`config.mk`:
```
export PLATFORM = sky130hd
export DESIGN_NAME = nip_nested_irq_controller
export DESIGN_NICKNAME = d
export VERILOG_FILES = /design/src/verilog/nip_nested_irq_controller.v
export VERILOG_INCLUDE_DIRS = /design/src /design/src/verilog
export SDC_FILE = /design/constraint.sdc
export NUM_CORES = 1
export LEC_CHECK = 0
export ABC_AREA = 1
export BUFFER_PORTS_ARGS = -buffer_cell sky130_fd_sc_hd__buf_2
export CORE_MARGIN = 2
export CORE_UTILIZATION = 65
export CTS_CLUSTER_DIAMETER = 120
export CTS_CLUSTER_SIZE = 14
export DETAILED_ROUTE_END_ITERATION = 7
export PLACE_DENSITY_LB_ADDON = 0.1
export SYNTH_ARGS = -nofsm -noshare
export SYNTH_HDL_FRONTEND = slang
export SYNTH_SLANG_ARGS = --single-unit
```
`constraint.sdc`:
```
create_clock -name clk -period 52.7 [get_ports clk]
set_input_delay 5.27 -clock clk [delete_from_list [all_inputs] [get_ports clk]]
set_output_delay 5.27 -clock clk [all_outputs]
set_load 0.03 [all_outputs]
```
`src/verilog/nip_consts.vh`:
```
`ifndef NIP_CONSTS_VH
`define NIP_CONSTS_VH
// ==========================================
// register byte offsets
`define NIP_OFF_SET_ENABLE0 8'h00
`define NIP_OFF_CLR_ENABLE0 8'h04
`define NIP_OFF_SET_PEND0 8'h08
`define NIP_OFF_CLR_PEND0 8'h0c
`define NIP_OFF_PRIO_BASE 8'h10
`define NIP_OFF_PRIO_LAST 8'h2c
`define NIP_OFF_VTAB_BASE 8'h30
`define NIP_OFF_ACTIVE 8'h34
`define NIP_OFF_PEND_RD 8'h38
// ==========================================
// sizes and fields
`define NIP_NUM_IRQ 32
`define NIP_WORD_BITS 32
`define NIP_PRIO_MSB 7
`define NIP_PRIO_LSB 6
`define NIP_TIMER_LINE 28
`define NIP_EXT_VEC_BASE 16
`define NIP_VEC_BYTES 4
// ==========================================
// reset value and write mask of the table base
`define NIP_VTAB_RST 32'h0000_0000
`define NIP_VTAB_MASK 32'hffff_ff80
// ==========================================
// timing
`define NIP_EXIT_CYC 15
`define NIP_CHAIN_CYC 11
`endif

```
`src/verilog/nip_nested_irq_controller.v`:
```
`timescale 1ns/1ps
`include "nip_consts.vh"
module nip_nested_irq_controller (
  input wire clk,
  input wire nrst,
  input wire ce,
  input wire [7:0] avs_address,
  input wire avs_read,
  input wire avs_write,
  input wire [31:0] avs_writedata,
  input wire [3:0] avs_byteenable,
  output reg [31:0] avs_readdata,
  output reg avs_waitrequest,
  input wire [31:0] irq_src,
  input wire low_power_timer_irq,
  output reg core_irq_req,
  output reg [5:0] core_vec_num,
  output reg [31:0] core_vec_addr,
  input wire core_irq_ack,
  input wire core_irq_exit,
  output reg core_exit_busy,
  output reg core_exit_done,
  output reg core_tail_chain
);

// ==========================================
// functions
  function [31:0] merge_bytes;
    input [31:0] old_v;
    input [31:0] new_v;
    input [3:0] be;
    integer k;
    begin
      merge_bytes = old_v;
      for (k = 0; k < 4; k = k + 1) begin
        if (be[k])
          merge_bytes[k*8 +: 8] = new_v[k*8 +: 8];
      end
    end
  endfunction

  // value stored in a priority byte: low bits forced to zero
  function [7:0] prio_byte;
    input [1:0] p;
    begin
      prio_byte = {p, 6'h00};
    end
  endfunction

  // address falls inside the priority words
  function prio_hit;
    input [7:0] a;
    begin
      prio_hit = (a >= `NIP_OFF_PRIO_BASE) && (a <= `NIP_OFF_PRIO_LAST) && (a[1:0] == 2'b00);
    end
  endfunction

  // line number held in one byte lane of a priority word
  function [4:0] prio_line;
    input [7:0] a;
    input [1:0] lane;
    begin
      prio_line = {a[4:2] - 3'd4, lane};
    end
  endfunction

  // exit length in cycles, shorter when chained
  function [3:0] exit_len;
    input chained;
    begin
      exit_len = chained ? 4'd`NIP_CHAIN_CYC : 4'd`NIP_EXIT_CYC;
    end
  endfunction

  localparam ST_IDLE = 3'b001;
  localparam ST_ACTIVE = 3'b010;
  localparam ST_EXIT = 3'b100;

// ==========================================
// input synchronisers, three stages
  reg [31:0] src_s1_r;
  reg [31:0] src_s2_r;
  reg [31:0] src_s3_r;
  wire [31:0] src_raw;
  wire [31:0] src_lvl;
  reg [31:0] src_lvl_r;

  // low-power timer on line 28
  // timer wired in
  assign src_raw = irq_src | ({{31{1'b0}}, low_power_timer_irq} << `NIP_TIMER_LINE);
  assign src_lvl = src_lvl_r;

  always @(posedge clk or negedge nrst) begin
    if (!nrst) begin
      src_s1_r <= 32'h0000_0000;
      src_s2_r <= 32'h0000_0000;
      src_s3_r <= 32'h0000_0000;
      src_lvl_r <= 32'h0000_0000;
    end else if (ce) begin
      src_s1_r <= src_raw;
      src_s2_r <= src_s1_r;
      src_s3_r <= src_s2_r;
      // level moves only once stages two and three agree
      src_lvl_r <= (src_s2_r & src_s3_r) | (src_lvl_r & (src_s2_r | src_s3_r));
    end
  end

// ==========================================
// registers
  reg [31:0] enable_r;
  reg [31:0] pend_r;
  reg [31:0] active_r;
  reg [1:0] prio_r [0:31];
  reg [31:0] vtab_r;
  reg [2:0] state_r;
  reg [3:0] cnt_r;
  reg [4:0] cur_line_r;
  reg chain_r;

  wire wr_acc;
  wire rd_acc;
  assign wr_acc = avs_write && avs_waitrequest && ce;
  assign rd_acc = avs_read && avs_waitrequest && ce;

// ==========================================
// write strobes per register
  wire wr_set_en;
  wire wr_clr_en;
  wire wr_set_pd;
  wire wr_clr_pd;
  wire wr_vtab;
  wire wr_prio;
  wire ack_take;
  assign wr_set_en = wr_acc && (avs_address == `NIP_OFF_SET_ENABLE0);
  assign wr_clr_en = wr_acc && (avs_address == `NIP_OFF_CLR_ENABLE0);
  assign wr_set_pd = wr_acc && (avs_address == `NIP_OFF_SET_PEND0);
  assign wr_clr_pd = wr_acc && (avs_address == `NIP_OFF_CLR_PEND0);
  assign wr_vtab = wr_acc && (avs_address == `NIP_OFF_VTAB_BASE);
  assign wr_prio = wr_acc && prio_hit(avs_address);
  // core accepts the dispatched line
  assign ack_take = (state_r == ST_ACTIVE) && core_irq_req && core_irq_ack;

// ==========================================
// arbitration
  reg found;
  reg [4:0] win_line;
  reg [1:0] win_prio;
  reg [31:0] cand;
  integer i;

  always @* begin
    found = 1'b0;
    win_line = 5'h00;
    win_prio = 2'h3;
    cand = pend_r & enable_r & ~active_r;
    for (i = `NIP_NUM_IRQ - 1; i >= 0; i = i - 1) begin
      if (cand[i] && (!found || prio_r[i] <= win_prio)) begin
        found = 1'b1;
        win_line = i[4:0];
        win_prio = prio_r[i];
      end
    end
  end

  // vector number and fetch address
  wire [5:0] win_vec;
  wire [31:0] win_addr;
  assign win_vec = {1'b0, win_line} + 6'd`NIP_EXT_VEC_BASE;
  assign win_addr = vtab_r + {24'h000000, win_vec, 2'b00};

// ==========================================
// register file and pending state
  reg [31:0] wmerged;
  reg [31:0] rdata_nxt;
  integer j;

  always @* begin
    wmerged = merge_bytes(32'h0000_0000, avs_writedata, avs_byteenable);
    rdata_nxt = 32'h0000_0000;
    case (avs_address)
      `NIP_OFF_SET_ENABLE0: rdata_nxt = enable_r;
      `NIP_OFF_CLR_ENABLE0: rdata_nxt = enable_r;
      `NIP_OFF_SET_PEND0: rdata_nxt = pend_r;
      `NIP_OFF_CLR_PEND0: rdata_nxt = pend_r;
      `NIP_OFF_VTAB_BASE: rdata_nxt = vtab_r;
      `NIP_OFF_ACTIVE: rdata_nxt = active_r;
      `NIP_OFF_PEND_RD: rdata_nxt = pend_r & enable_r;
      default: begin
        if (prio_hit(avs_address)) begin
          rdata_nxt = {prio_byte(prio_r[prio_line(avs_address, 2'd3)]),
                       prio_byte(prio_r[prio_line(avs_address, 2'd2)]),
                       prio_byte(prio_r[prio_line(avs_address, 2'd1)]),
                       prio_byte(prio_r[prio_line(avs_address, 2'd0)])};
        end
      end
    endcase
  end

// ==========================================
// next enable and pending state
  reg [31:0] enable_nxt;
  reg [31:0] pend_nxt;

  always @* begin
    enable_nxt = enable_r;
    if (wr_set_en)
      enable_nxt = enable_r | wmerged;
    else if (wr_clr_en)
      enable_nxt = enable_r & ~wmerged;
  end

  always @* begin
    pend_nxt = pend_r;
    if (wr_clr_pd)
      pend_nxt = pend_nxt & ~wmerged;
    if (wr_set_pd)
      pend_nxt = pend_nxt | wmerged;
    if (ack_take)
      pend_nxt[cur_line_r] = 1'b0;
    // sources latch pending; set wins over clear
    pend_nxt = pend_nxt | src_lvl;
  end

  always @(posedge clk or negedge nrst) begin
    if (!nrst) begin
      enable_r <= 32'h0000_0000;
      pend_r <= 32'h0000_0000;
      vtab_r <= `NIP_VTAB_RST;
      avs_waitrequest <= 1'b1;
      avs_readdata <= 32'h0000_0000;
      for (j = 0; j < `NIP_NUM_IRQ; j = j + 1)
        prio_r[j] <= 2'h0;
    end else if (ce) begin
      // one wait cycle, then answer
      avs_waitrequest <= !(avs_waitrequest && (avs_read || avs_write));
      if (rd_acc)
        avs_readdata <= rdata_nxt;
      enable_r <= enable_nxt;
      pend_r <= pend_nxt;
      if (wr_vtab)
        vtab_r <= merge_bytes(vtab_r, avs_writedata, avs_byteenable) & `NIP_VTAB_MASK;
      if (wr_prio) begin
        for (j = 0; j < 4; j = j + 1) begin
          if (avs_byteenable[j])
            prio_r[prio_line(avs_address, j[1:0])] <= avs_writedata[j*8 + `NIP_PRIO_LSB +: 2];
        end
      end
    end
  end

// ==========================================
// dispatch and exit timing
  always @(posedge clk or negedge nrst) begin
    if (!nrst) begin
      state_r <= ST_IDLE;
      cnt_r <= 4'h0;
      cur_line_r <= 5'h00;
      chain_r <= 1'b0;
      active_r <= 32'h0000_0000;
      core_irq_req <= 1'b0;
      core_vec_num <= 6'h00;
      core_vec_addr <= 32'h0000_0000;
      core_exit_busy <= 1'b0;
      core_exit_done <= 1'b0;
      core_tail_chain <= 1'b0;
    end else if (ce) begin
      core_exit_done <= 1'b0;
      case (state_r)
        ST_IDLE: begin
          core_tail_chain <= 1'b0;
          if (found) begin
            core_irq_req <= 1'b1;
            core_vec_num <= win_vec;
            core_vec_addr <= win_addr;
            cur_line_r <= win_line;
            state_r <= ST_ACTIVE;
          end
        end
        ST_ACTIVE: begin
          if (core_irq_req && core_irq_ack) begin
            core_irq_req <= 1'b0;
            active_r[cur_line_r] <= 1'b1;
          end else if (!core_irq_req && core_irq_exit) begin
            active_r[cur_line_r] <= 1'b0;
            chain_r <= found;
            core_tail_chain <= found;
            core_exit_busy <= 1'b1;
            cnt_r <= exit_len(found);
            state_r <= ST_EXIT;
          end
        end
        ST_EXIT: begin
          if (cnt_r == 4'd1) begin
            core_exit_busy <= 1'b0;
            core_exit_done <= 1'b1;
            core_tail_chain <= 1'b0;
            state_r <= ST_IDLE;
            if (chain_r && found) begin
              core_irq_req <= 1'b1;
              core_vec_num <= win_vec;
              core_vec_addr <= win_addr;
              cur_line_r <= win_line;
              state_r <= ST_ACTIVE;
            end
          end
          cnt_r <= cnt_r - 4'd1;
        end
        default: state_r <= ST_IDLE;
      endcase
    end
  end

endmodule // nip_nested_irq_controller

```
# Word-level counts from Yosys, hierarchy flattened
# Cells that the tools add are included.
# W data, S select, Z words.
dict set report classes {
  add_sub_neg 4
  magnitude_cmp 43
  n_eq_ne 16
  mux 180
  n_bitwise 23
  n_reduce_logical 143
}
# operator n
set ops {}
lappend ops {{$mux W64} 10}
lappend ops {{$mux W32} 11}
lappend ops {{$and A32 B32 Y32} 8}
lappend ops {{$bwmux W64} 4}
lappend ops {{$or A32 B32 Y32} 6}
lappend ops {{$mux W5} 35}
lappend ops {{$pmux W32 S5} 1}
lappend ops {{$not A32 Y32} 3}
lappend ops {{$mux W2} 44}
lappend ops {{$pmux W32 S2} 1}
lappend ops {{$le A2 B2 Y1} 31}
lappend ops {{$logic_and A1 B1 Y1} 54}
lappend ops {{$mux W1} 44}
lappend ops {{$bmux W2 S5} 4}
lappend ops {{$demux W2 S5} 4}
lappend ops {{$logic_not A1 Y1} 33}
lappend ops {{$add A32 B8 Y32} 1}
lappend ops {{$logic_or A1 B1 Y1} 32}
lappend ops {{$mux W8} 4}
lappend ops {{$or A32 B29 Y32} 1}
lappend ops {{$eq A8 B6 Y1 const B} 3}
lappend ops {{$ge A6 B6 Y1 const B} 4}
lappend ops {{$lt A6 B1 Y1 const B} 4}
lappend ops {{$not A5 Y6} 4}
lappend ops {{36 further kinds} 63}
dict set report word_totals {
  register_bits 401
  in_bits 84
  output_inout_bits 75
}

# Logic depth before layout (Yosys ltp)
# Gate-level depths: netlist of run 1.
dict set report logic_depth {
  depth_word 132
  depth_mapped 291
}

# Worst setup path after synthesis of run 1
# No wires, ideal clock.
dict set report synth_timing {
  kind {register to register}
  from {reg (tool-made name)}
  to {reg core_vec_addr[30]}
  arrival_time_ns 31.822
  required_time_ns 52.583
  setup_slack_ns 20.761
  stages_incl_launch_ff 255
  cell_sequence {dfrtp_1 > nand3b_1 > nor2_1 > inv_1 > ha_1 > nand2_1 > nand3_1 > nand2_1 > nand2_1 > nand2_1 > inv_1 > ha_1 > nand2_1 > inv_1 > a21oi_1 > nand2_1 > nand2_1 > inv_1 > [219 not listed] > inv_1 > nand3_1 > nor3_1 > ha_1 > nand3_1 > nor3_1 > nand3_1 > nor3_1 > inv_1 > nor3_1 > nand3_1 > nor2_1 > nand4_1 > nor3_1 > nand4_1 > xor2_1 > nand2_1 > nand2_1}
}
# item line_no
set synth_lines {}
lappend synth_lines {{to (signal assigned)} nip_nested_irq_controller.v:274} ;# core_vec_addr <= win_addr;
lappend synth_lines {{to (signal assigned)} nip_nested_irq_controller.v:301} ;# core_vec_addr <= win_addr;
lappend synth_lines {{to (decl)} nip_nested_irq_controller.v:18} ;# output reg [31:0] core_vec_addr,

# Final worst setup path of run 1
dict set report layout_timing {
  from {reg pend_r[31]}
  to {reg core_vec_addr[30]}
}
dict set report layout_via {
  elab_chain_len 132
  elab_cells_between_ends 231
  classes_between {add/sub (2); order compare (31); eq/ne (2); mux (99); bitwise (2); reduce/logical (95)}
}
# item line_no
set layout_rtl {}
lappend layout_rtl {{from (decl)} nip_nested_irq_controller.v:111} ;# reg [31:0] pend_r;
lappend layout_rtl {{from (signal assigned)} nip_nested_irq_controller.v:239} ;# pend_r <= pend_nxt;
lappend layout_rtl {{$and A32 B32 Y32 * (2 in a row)} nip_nested_irq_controller.v:155} ;# cand = pend_r & enable_r & ~active_r;
lappend layout_rtl {{$mux W2 or $mux W1 (tied branches)} nip_nested_irq_controller.v:157} ;# if (cand[i] && (!found || prio_r[i] <= win_prio)) begin
lappend layout_rtl {{$le A2 B2 Y1 or $logic_not A1 Y1 (tied branches)} nip_nested_irq_controller.v:157}
lappend layout_rtl {{$logic_or A1 B1 Y1} nip_nested_irq_controller.v:157}
lappend layout_rtl {{$logic_and A1 B1 Y1} nip_nested_irq_controller.v:157}
lappend layout_rtl {{$mux W2 or $mux W1 (tied branches)} nip_nested_irq_controller.v:157}
lappend layout_rtl {{$le A2 B2 Y1 or $logic_not A1 Y1 (tied branches)} nip_nested_irq_controller.v:157}
lappend layout_rtl {{$logic_or A1 B1 Y1} nip_nested_irq_controller.v:157}
lappend layout_rtl {{[116 not listed]} n/a}
lappend layout_rtl {{$logic_and A1 B1 Y1} nip_nested_irq_controller.v:157}
lappend layout_rtl {{$mux W5 *} nip_nested_irq_controller.v:157}
lappend layout_rtl {{net win_line[4]} nip_nested_irq_controller.v:146} ;# reg [4:0] win_line;
lappend layout_rtl {{$add A5 B5 Y6 (no source line) *} n/a}
lappend layout_rtl {{$add A32 B8 Y32 *} nip_nested_irq_controller.v:169} ;# assign win_addr = vtab_r + {24'h000000, win_vec, 2'b00};
lappend layout_rtl {{$mux W32} nip_nested_irq_controller.v:298} ;# if (chain_r && found) begin
lappend layout_rtl {{$mux W32} nip_nested_irq_controller.v:293} ;# if (cnt_r == 4'd1) begin
lappend layout_rtl {{$pmux W32 S2 *} nip_nested_irq_controller.v:268} ;# case (state_r)
# Mark *: on every way through the listed nets, which the timed path passes. The rest lies on a longest branch. The select of a mux whose other input is x is not followed.
# A chain may end at the register's enable or synchronous reset.

==> flow_summary_export.csv, run 1 <==
group,metric,value,unit
yosys,synth_edf_count,0,
placement,portBuffers,156,
timing,rsz0062_at_grt,"false",
timing,finalCritPeriodShare,0.6980,
global_routing,grt_overflow,0,
yosys,avgSynthCellArea,7.764,um^2
drt,drt-total-wl,65.53,mm
worst_setup_path,cp_data_required_time,53.17,ns
worst_hold_path,min_path_type,"reg2reg",
floorplan,ioPinCount,159,
timing,fin_crit,36.78,ns
flow_run,drv_cap,0,
yosys,synth.top_cells.by_area,"dfrtp_1 46%, nand2_1 14%, o21ai_0 7.5%",
global_routing,grt_use_total,0.3919,
timing,fin_skew,0.01002,ns
clock_network,cts_buffer_depth,3,
timing,hold_viol,0,
worst_setup_path,crit_path_top_delay_cell,"dfrtp_1",
drt,vias,20077,
layout,drive_gt1_frac,0.09772,
drt,drc,0,
floorplan,die_x,184.3,um
timing,clock.fmax,27.19,MHz
worst_setup_path,end_kind,"flop",
worst_setup_path,max_stage_delay,0.42,ns
placement,dp.cells,3240,
yosys,yosysSeqAreaShare,0.4609,
global_routing,grt_pass1_vias,18845,
clock_network,numClockSinks,389,
yosys,synth_top_area_share,0.4584,
layout,fin_nets,2981,
power_and_ir_drop,p_leak,11.27,nW
clock_network,numCtsBuffers,31,
drt,wl_per_cell,19.88,um
layout,layout.cells.non_filler,3297,
global_routing,grt_max_degree,115,
yosys,synthArstFlopShare,1.000,
floorplan,dieArea,33960,um^2
yosys,syn_inst,2721,
yosys,synth_warnings,0,
floorplan,rows,66,
clock_network,post_cts_buffers,0,
clock_network,root_buffer,"clkbuf_16",
drt,routed_via_density,6.089,
power_and_ir_drop,peakVddDrop,0.05086,mV
floorplan,start_util,0.6543,
global_routing,antenna_found_initial,0,
timing,tightestPinTransition,1.102,ns
yosys,yosysTopAreaCell,"dfrtp_1",
yosys,yosysMostFrequentCell,"nand2_1",
placement,gp_congestion,1.023,
timing,fin_setup_tns,0,ns
clock_network,cts_resized,0,
global_routing,grt_pass1_wl,102.7,mm
timing,relSlewSlack,0.2645,
drt,drt_iter0_drc,2399,
placement,place_hpwl,46.82,mm
layout,syn_to_final_growth,9.186,%
clock_network,cts_hold_buf,0,
drt,ant_nets,0,
worst_setup_path,cp.arrival,37.25,ns
floorplan,die_h,184.3,um
yosys,synthTopCellsByCount,"805 x nand2_1, 387 x dfrtp_1, 316 x o21ai_0",
timing,setup_viol,0,
drt,first_pass_iters,6,
worst_setup_path,cp_max_fo,8,
clock_network,clk_latency,0.58,ns
worst_setup_path,path_common_cell,"nand2_1",
floorplan,core_region_area,32290,um^2
placement,place_area,22190,um^2
power_and_ir_drop,powerDensity,49.56,nW/um^2
worst_setup_path,startpoint_type,"flop",
clock_network,clkTransAtPathRegs,0.07,ns
layout,design_area,23070,um^2
clock_network,cts_tree,"done",
yosys,synth_ff_type,"dfrtp_1",
layout,num_antenna_cells,0,
yosys,ys_ff_latch,389,
yosys,synth.distinct_cells,56,
worst_setup_path,path_class,"reg2reg",
timing,slew_violations,0,
clock_network,htree_levels,1,
run_status,status,"completed",
yosys,netlist_area,21130,um^2
layout,post-route-util,0.7144,
==> power by group <==
| group | internal, mW | switching (mW) |
|---|---|---|
| Combinational | 0.201 | 0.372 |
| Clock | 0.110 | 0.107 |
| Sequential | 0.327 | 0.0258 |
| Total | 0.638 | 0.505 |
==> metal layers <==
metal  vias to the layer above  GRT usage  routed length, um
met5                         -          0                  0
met4                         0     0.2067               3908
met3                       254    0.07113               6519
met2                      1119     0.6086              29040
met1                      9462     0.5288              26070
li1                       9242          -                  -
==> area by class of cell <==
type	count	area, um^2
inverters	277	1047
clock buffers	56	869.6
clock inverters	1	5.005
flip-flops and latches	389	9737
repair buffers	172	913.4
multi-input cells	1960	9942
fillers	2670	9221
well taps	442	553.0
==> per-stage QoR <==
| stage | hold WS [ns] | worst slack, ns | total power [mW] |
|---|---|---|---|
| finish | 0.4686 | 15.92 | 1.143 |
| global route | 0.4909 | 12.17 | 1.237 |
| CTS | 0.4716 | 16.45 | 1.132 |
| detailed placement | 0.4563 | 16.61 | 0.9149 |
| global placement | 0.4536 | 18.31 | 0.8886 |
| floorplan | 0.4422 | 20.76 | 0.7845 |
==> cell families (layout without fill, tap and decap cells) <==
group	count (synthesis)	in the layout	share of synthesized area
buffers and inverters	373	506	0.07024
AO/OA/AOI/OAI	618	618	0.1641
multiplexers	41	41	0.02049
adder cells (fa/ha/maj)	66	66	0.03909
AND/OR/NAND/NOR	1214	1214	0.2371
other	1	2	0.0001775
flip-flops	389	389	0.4609
XOR/XNOR	19	19	0.007877
==> path summary, 6_finish.rpt <==
kind                            depth (start not counted)                             to  slack, ns                     start
worst min register to register                          2       src_s2_r[25]$_DFFE_PN0P_       0.47  src_s2_r[25]$_DFFE_PN0P_
min in group asynchronous                               1       src_s1_r[27]$_DFFE_PN0P_       4.77                      nrst
worst max-delay path                                  255  core_vec_addr[30]$_DFFE_PN0P_      15.92    pend_r[31]$_DFFE_PN0P_
worst min-delay path                                    2       src_s2_r[25]$_DFFE_PN0P_       0.47  src_s2_r[25]$_DFFE_PN0P_
max in group asynchronous                               3                      async pin      45.73                      nrst
worst max register to register                        255  core_vec_addr[30]$_DFFE_PN0P_      15.92    pend_r[31]$_DFFE_PN0P_
==> critical path: cells and delay by family (launching register included) <==
| family | cells | cell delay [ns] |
|---|---|---|
| flops | 1 | 0.42 |
| compound gates | 61 | 7.03 |
| xor+xnor | 1 | 0.16 |
| fa+ha+maj | 32 | 8.19 |
| simple gates | 130 | 17.55 |
| buf+inv | 31 | 3.26 |
==> layout by cell type (no fill, tap or decap), types with 30 or more instances in the layout <==
cell       count
nor3_1        49
o22ai_1       38
clkbuf_16     31
nand2_1      802
o21ai_0      316
inv_1        266
dfrtp_1      387
nand3_1      108
ha_1          66
a31oi_1       30
buf_2        154
a21oi_1      123
nor2_1       169
Power figures use the tool's default switching activity.
==> inputs of run 2 (changes only) <==
--- a/config.mk
+++ b/config.mk
@@ -9,7 +9,7 @@
 export ABC_AREA = 1
 export BUFFER_PORTS_ARGS = -buffer_cell sky130_fd_sc_hd__buf_2
 export CORE_MARGIN = 2
-export CORE_UTILIZATION = 65
+export CORE_UTILIZATION = 61
 export CTS_CLUSTER_DIAMETER = 120
 export CTS_CLUSTER_SIZE = 14
 export DETAILED_ROUTE_END_ITERATION = 7
==> constraint.sdc (replaced) <==
create_clock -name clk -period 36.1 [get_ports clk]
set_input_delay 3.61 -clock clk [delete_from_list [all_inputs] [get_ports clk]]
set_output_delay 3.61 -clock clk [all_outputs]
set_load 0.03 [all_outputs]
==> run 2 against run 1 <==
Die area rose by 6.4%. Clock power is 47% higher. Clock-buffer cell count unchanged. Via count increased by 1.1%. Utilization fell by 1.9 points. Largest cell class unchanged. Largest power group unchanged.
==> flow_summary_export.csv, run 2 (synthesis gave the netlist of run 1 again) <==
group,metric,value,unit
flow_run,drv_cap,0,
timing,fin_ws,1.770,ns
drt,ant_nets,0,
drt,drt_iter0_drc,2445,
clock_network,cts_tree,"done",
drt,first_pass_iters,6,
global_routing,grt_pass1_vias,18614,
power_and_ir_drop,power_switching,829.6,uW
layout,syn_to_final_growth,12.89,%
power_and_ir_drop,peakVddDrop,0.1025,mV
drt,drc,0,
power_and_ir_drop,powerDensity,79.30,nW/um^2
floorplan,dieArea,36140,um^2
global_routing,antenna_found_initial,1,
layout,regArea,9737,um^2
floorplan,die_x,190.1,um
placement,portBuffers,156,
floorplan,start_util,0.6162,
drt,routed_via_density,6.053,
global_routing,grt_use_total,0.3642,
global_routing,grt_pass1_wl,102.3,mm
layout,num_antenna_cells,0,
placement,dp_slack,-0.1501,ns
layout,mostFrequentLayoutCell,"nand2_1",
timing,hold_viol,0,
power_and_ir_drop,p_leak,11.58,nW
placement,place_hpwl,46.87,mm
global_routing,grt_max_degree,124,
floorplan,rows,68,
clock_network,numCtsBuffers,31,
clock_network,cts_buffer_depth,3,
timing,tightestPinTransition,1.139,ns
power_and_ir_drop,power.total,1.891,mW
drt,drt-total-wl,67.06,mm
power_and_ir_drop,seqPwrFrac,0.272,
run_status,status,"completed",
clock_network,root_buffer,"clkbuf_16",
timing,fin_skew,0.01251,ns
timing,fin_crit,34.33,ns
worst_setup_path,crit_path_top_delay_cell,"dfrtp_1",
timing,setup_viol,0,
clock_network,htree_levels,1,
worst_setup_path,rrSetupSlack,1.77,ns
clock_network,numClockSinks,389,
clock_network,cts_hold_buf,0,
layout,layout.cells.non_filler,3353,
clock_network,clk_latency,0.59,ns
floorplan,core_region_area,34290,um^2
power_and_ir_drop,comb_power_share,0.559,
worst_setup_path,end_kind,"flop",
layout,nFillCells,2882,
timing,slew_violations,0,
drt,wl_per_cell,20.00,um
floorplan,ioPinCount,159,
worst_hold_path,min_path_type,"reg2reg",
placement,place_area,22220,um^2
drt,vias,20297,
power_and_ir_drop,p_int,1.061,mW
layout,fin_nets,3024,
timing,relSlewSlack,0.2347,
worst_setup_path,path_class,"reg2reg",
worst_setup_path,path_common_cell,"nand2_1",
floorplan,die_h,190.1,um
layout,drive_gt1_frac,0.1456,
placement,dp.cells,3254,
power_and_ir_drop,netSwitchingFraction,0.4387,
worst_setup_path,cp.arrival,34.81,ns
placement,gp_congestion,0.9753,
timing,finalCritPeriodShare,0.9510,
layout,design_area,23850,um^2
timing,clock.fmax,29.13,MHz
worst_setup_path,startpoint_type,"flop",
clock_network,clkTransAtPathRegs,0.07,ns
layout,multi_input_area,10380,um^2
worst_setup_path,max_stage_delay,0.40,ns
worst_setup_path,cp_max_fo,8,
power_and_ir_drop,clockPowerShare,0.169,
worst_setup_path,cp_data_required_time,36.58,ns
layout,final_cell_mix,"775 x nand2_1, 387 x dfrtp_1, 315 x o21ai_0, 249 x inv_1, 163 x nor2_1",
global_routing,grt_overflow,0,
run 2: cell types whose count changed in the layout (fill, tap and decap cells not counted), moves of 8 or more:
cell	change
a21oi_1	-21
nand2_2	+22
or2_4	+8
buf_4	+42
nand3_2	+9
or2_2	-8
nand3_1	-10
inv_2	+16
a21oi_2	+21
inv_1	-17
nand2_1	-27
run 2: final cells by class:
cell class                      instances  area share
Clock inverter                          1   0.0002099
Timing Repair Buffer                  215     0.05199
Multi-Input combinational cell       1960      0.4352
Tap cell                              455     0.02387
Inverter                              277     0.04402
Clock buffer                           56     0.03646
Sequential cell                       389      0.4083
run 2: worst max-delay path, delay by kind of cell, from the launching register on:
| family | cells | cell delay, ns |
|---|---|---|
| AOI/OAI and AO/OA | 59 | 6.80 |
| xor gates and xnor gates | 1 | 0.16 |
| adders and majority gates | 32 | 8.20 |
| buffers and inverters | 30 | 2.41 |
| DFF | 1 | 0.40 |
| and+or+nand+nor | 129 | 16.29 |
run 2: routing by layer:
layer,vias to the layer above,part of all wire,track usage
met2,1103,0.45,0.5672
met1,9623,0.39,0.4911
met5,-,0.00027,0
met4,2,0.052,0.1801
li1,9337,-,-
met3,232,0.11,0.07010
run 2: power by group through the flow:
stage	Combinational, mW	Clock [mW]	Sequential, mW
floorplan	0.626	0	0.519
global placement	0.782	0	0.518
detailed placement	0.816	0	0.520
CTS	0.822	0.322	0.512
global route	1.16	0.337	0.519
finish	1.06	0.319	0.514
run 2: repair_timing:
| action | 4_1_cts | 5_1_grt |
|---|---|---|
| setup buffers | 0 | 42 |
| pin swaps | 0 | 31 |
| hold endpoints to repair | 0 | 0 |
| endpoints found under the setup margin | 5 | 31 |
| gates resized for setup | 3 | 120 |
run 2: path summary, 6_finish.rpt:
| kind | startpoint | cells after the start | endpoint |
|---|---|---|---|
| max | flop | 251 | core_vec_addr[30]$_DFFE_PN0P_ |
| min | src_s2_r[31]$_DFFE_PN0P_ | 2 | src_s2_r[31]$_DFFE_PN0P_ |
| max reg2reg | flop | 251 | core_vec_addr[30]$_DFFE_PN0P_ |
| min reg2reg | src_s2_r[31]$_DFFE_PN0P_ | 2 | src_s2_r[31]$_DFFE_PN0P_ |
| max in group asynchronous | nrst | 3 | avs_readdata[6]$_DFFE_PN0P_ |
| min in group asynchronous | nrst | 1 | src_s1_r[27]$_DFFE_PN0P_ |
run 2: stage by stage:
step                      setup TNS, ns  utilization  hold slack, ns
after detailed placement        -0.1890       0.6479          0.4583
final                                 0       0.6956          0.4701
after floorplan                       0            -          0.4422
after global routing             -6.312       0.6956          0.4834
after CTS                             0       0.6738          0.4752
after global placement                0       0.6479          0.4544
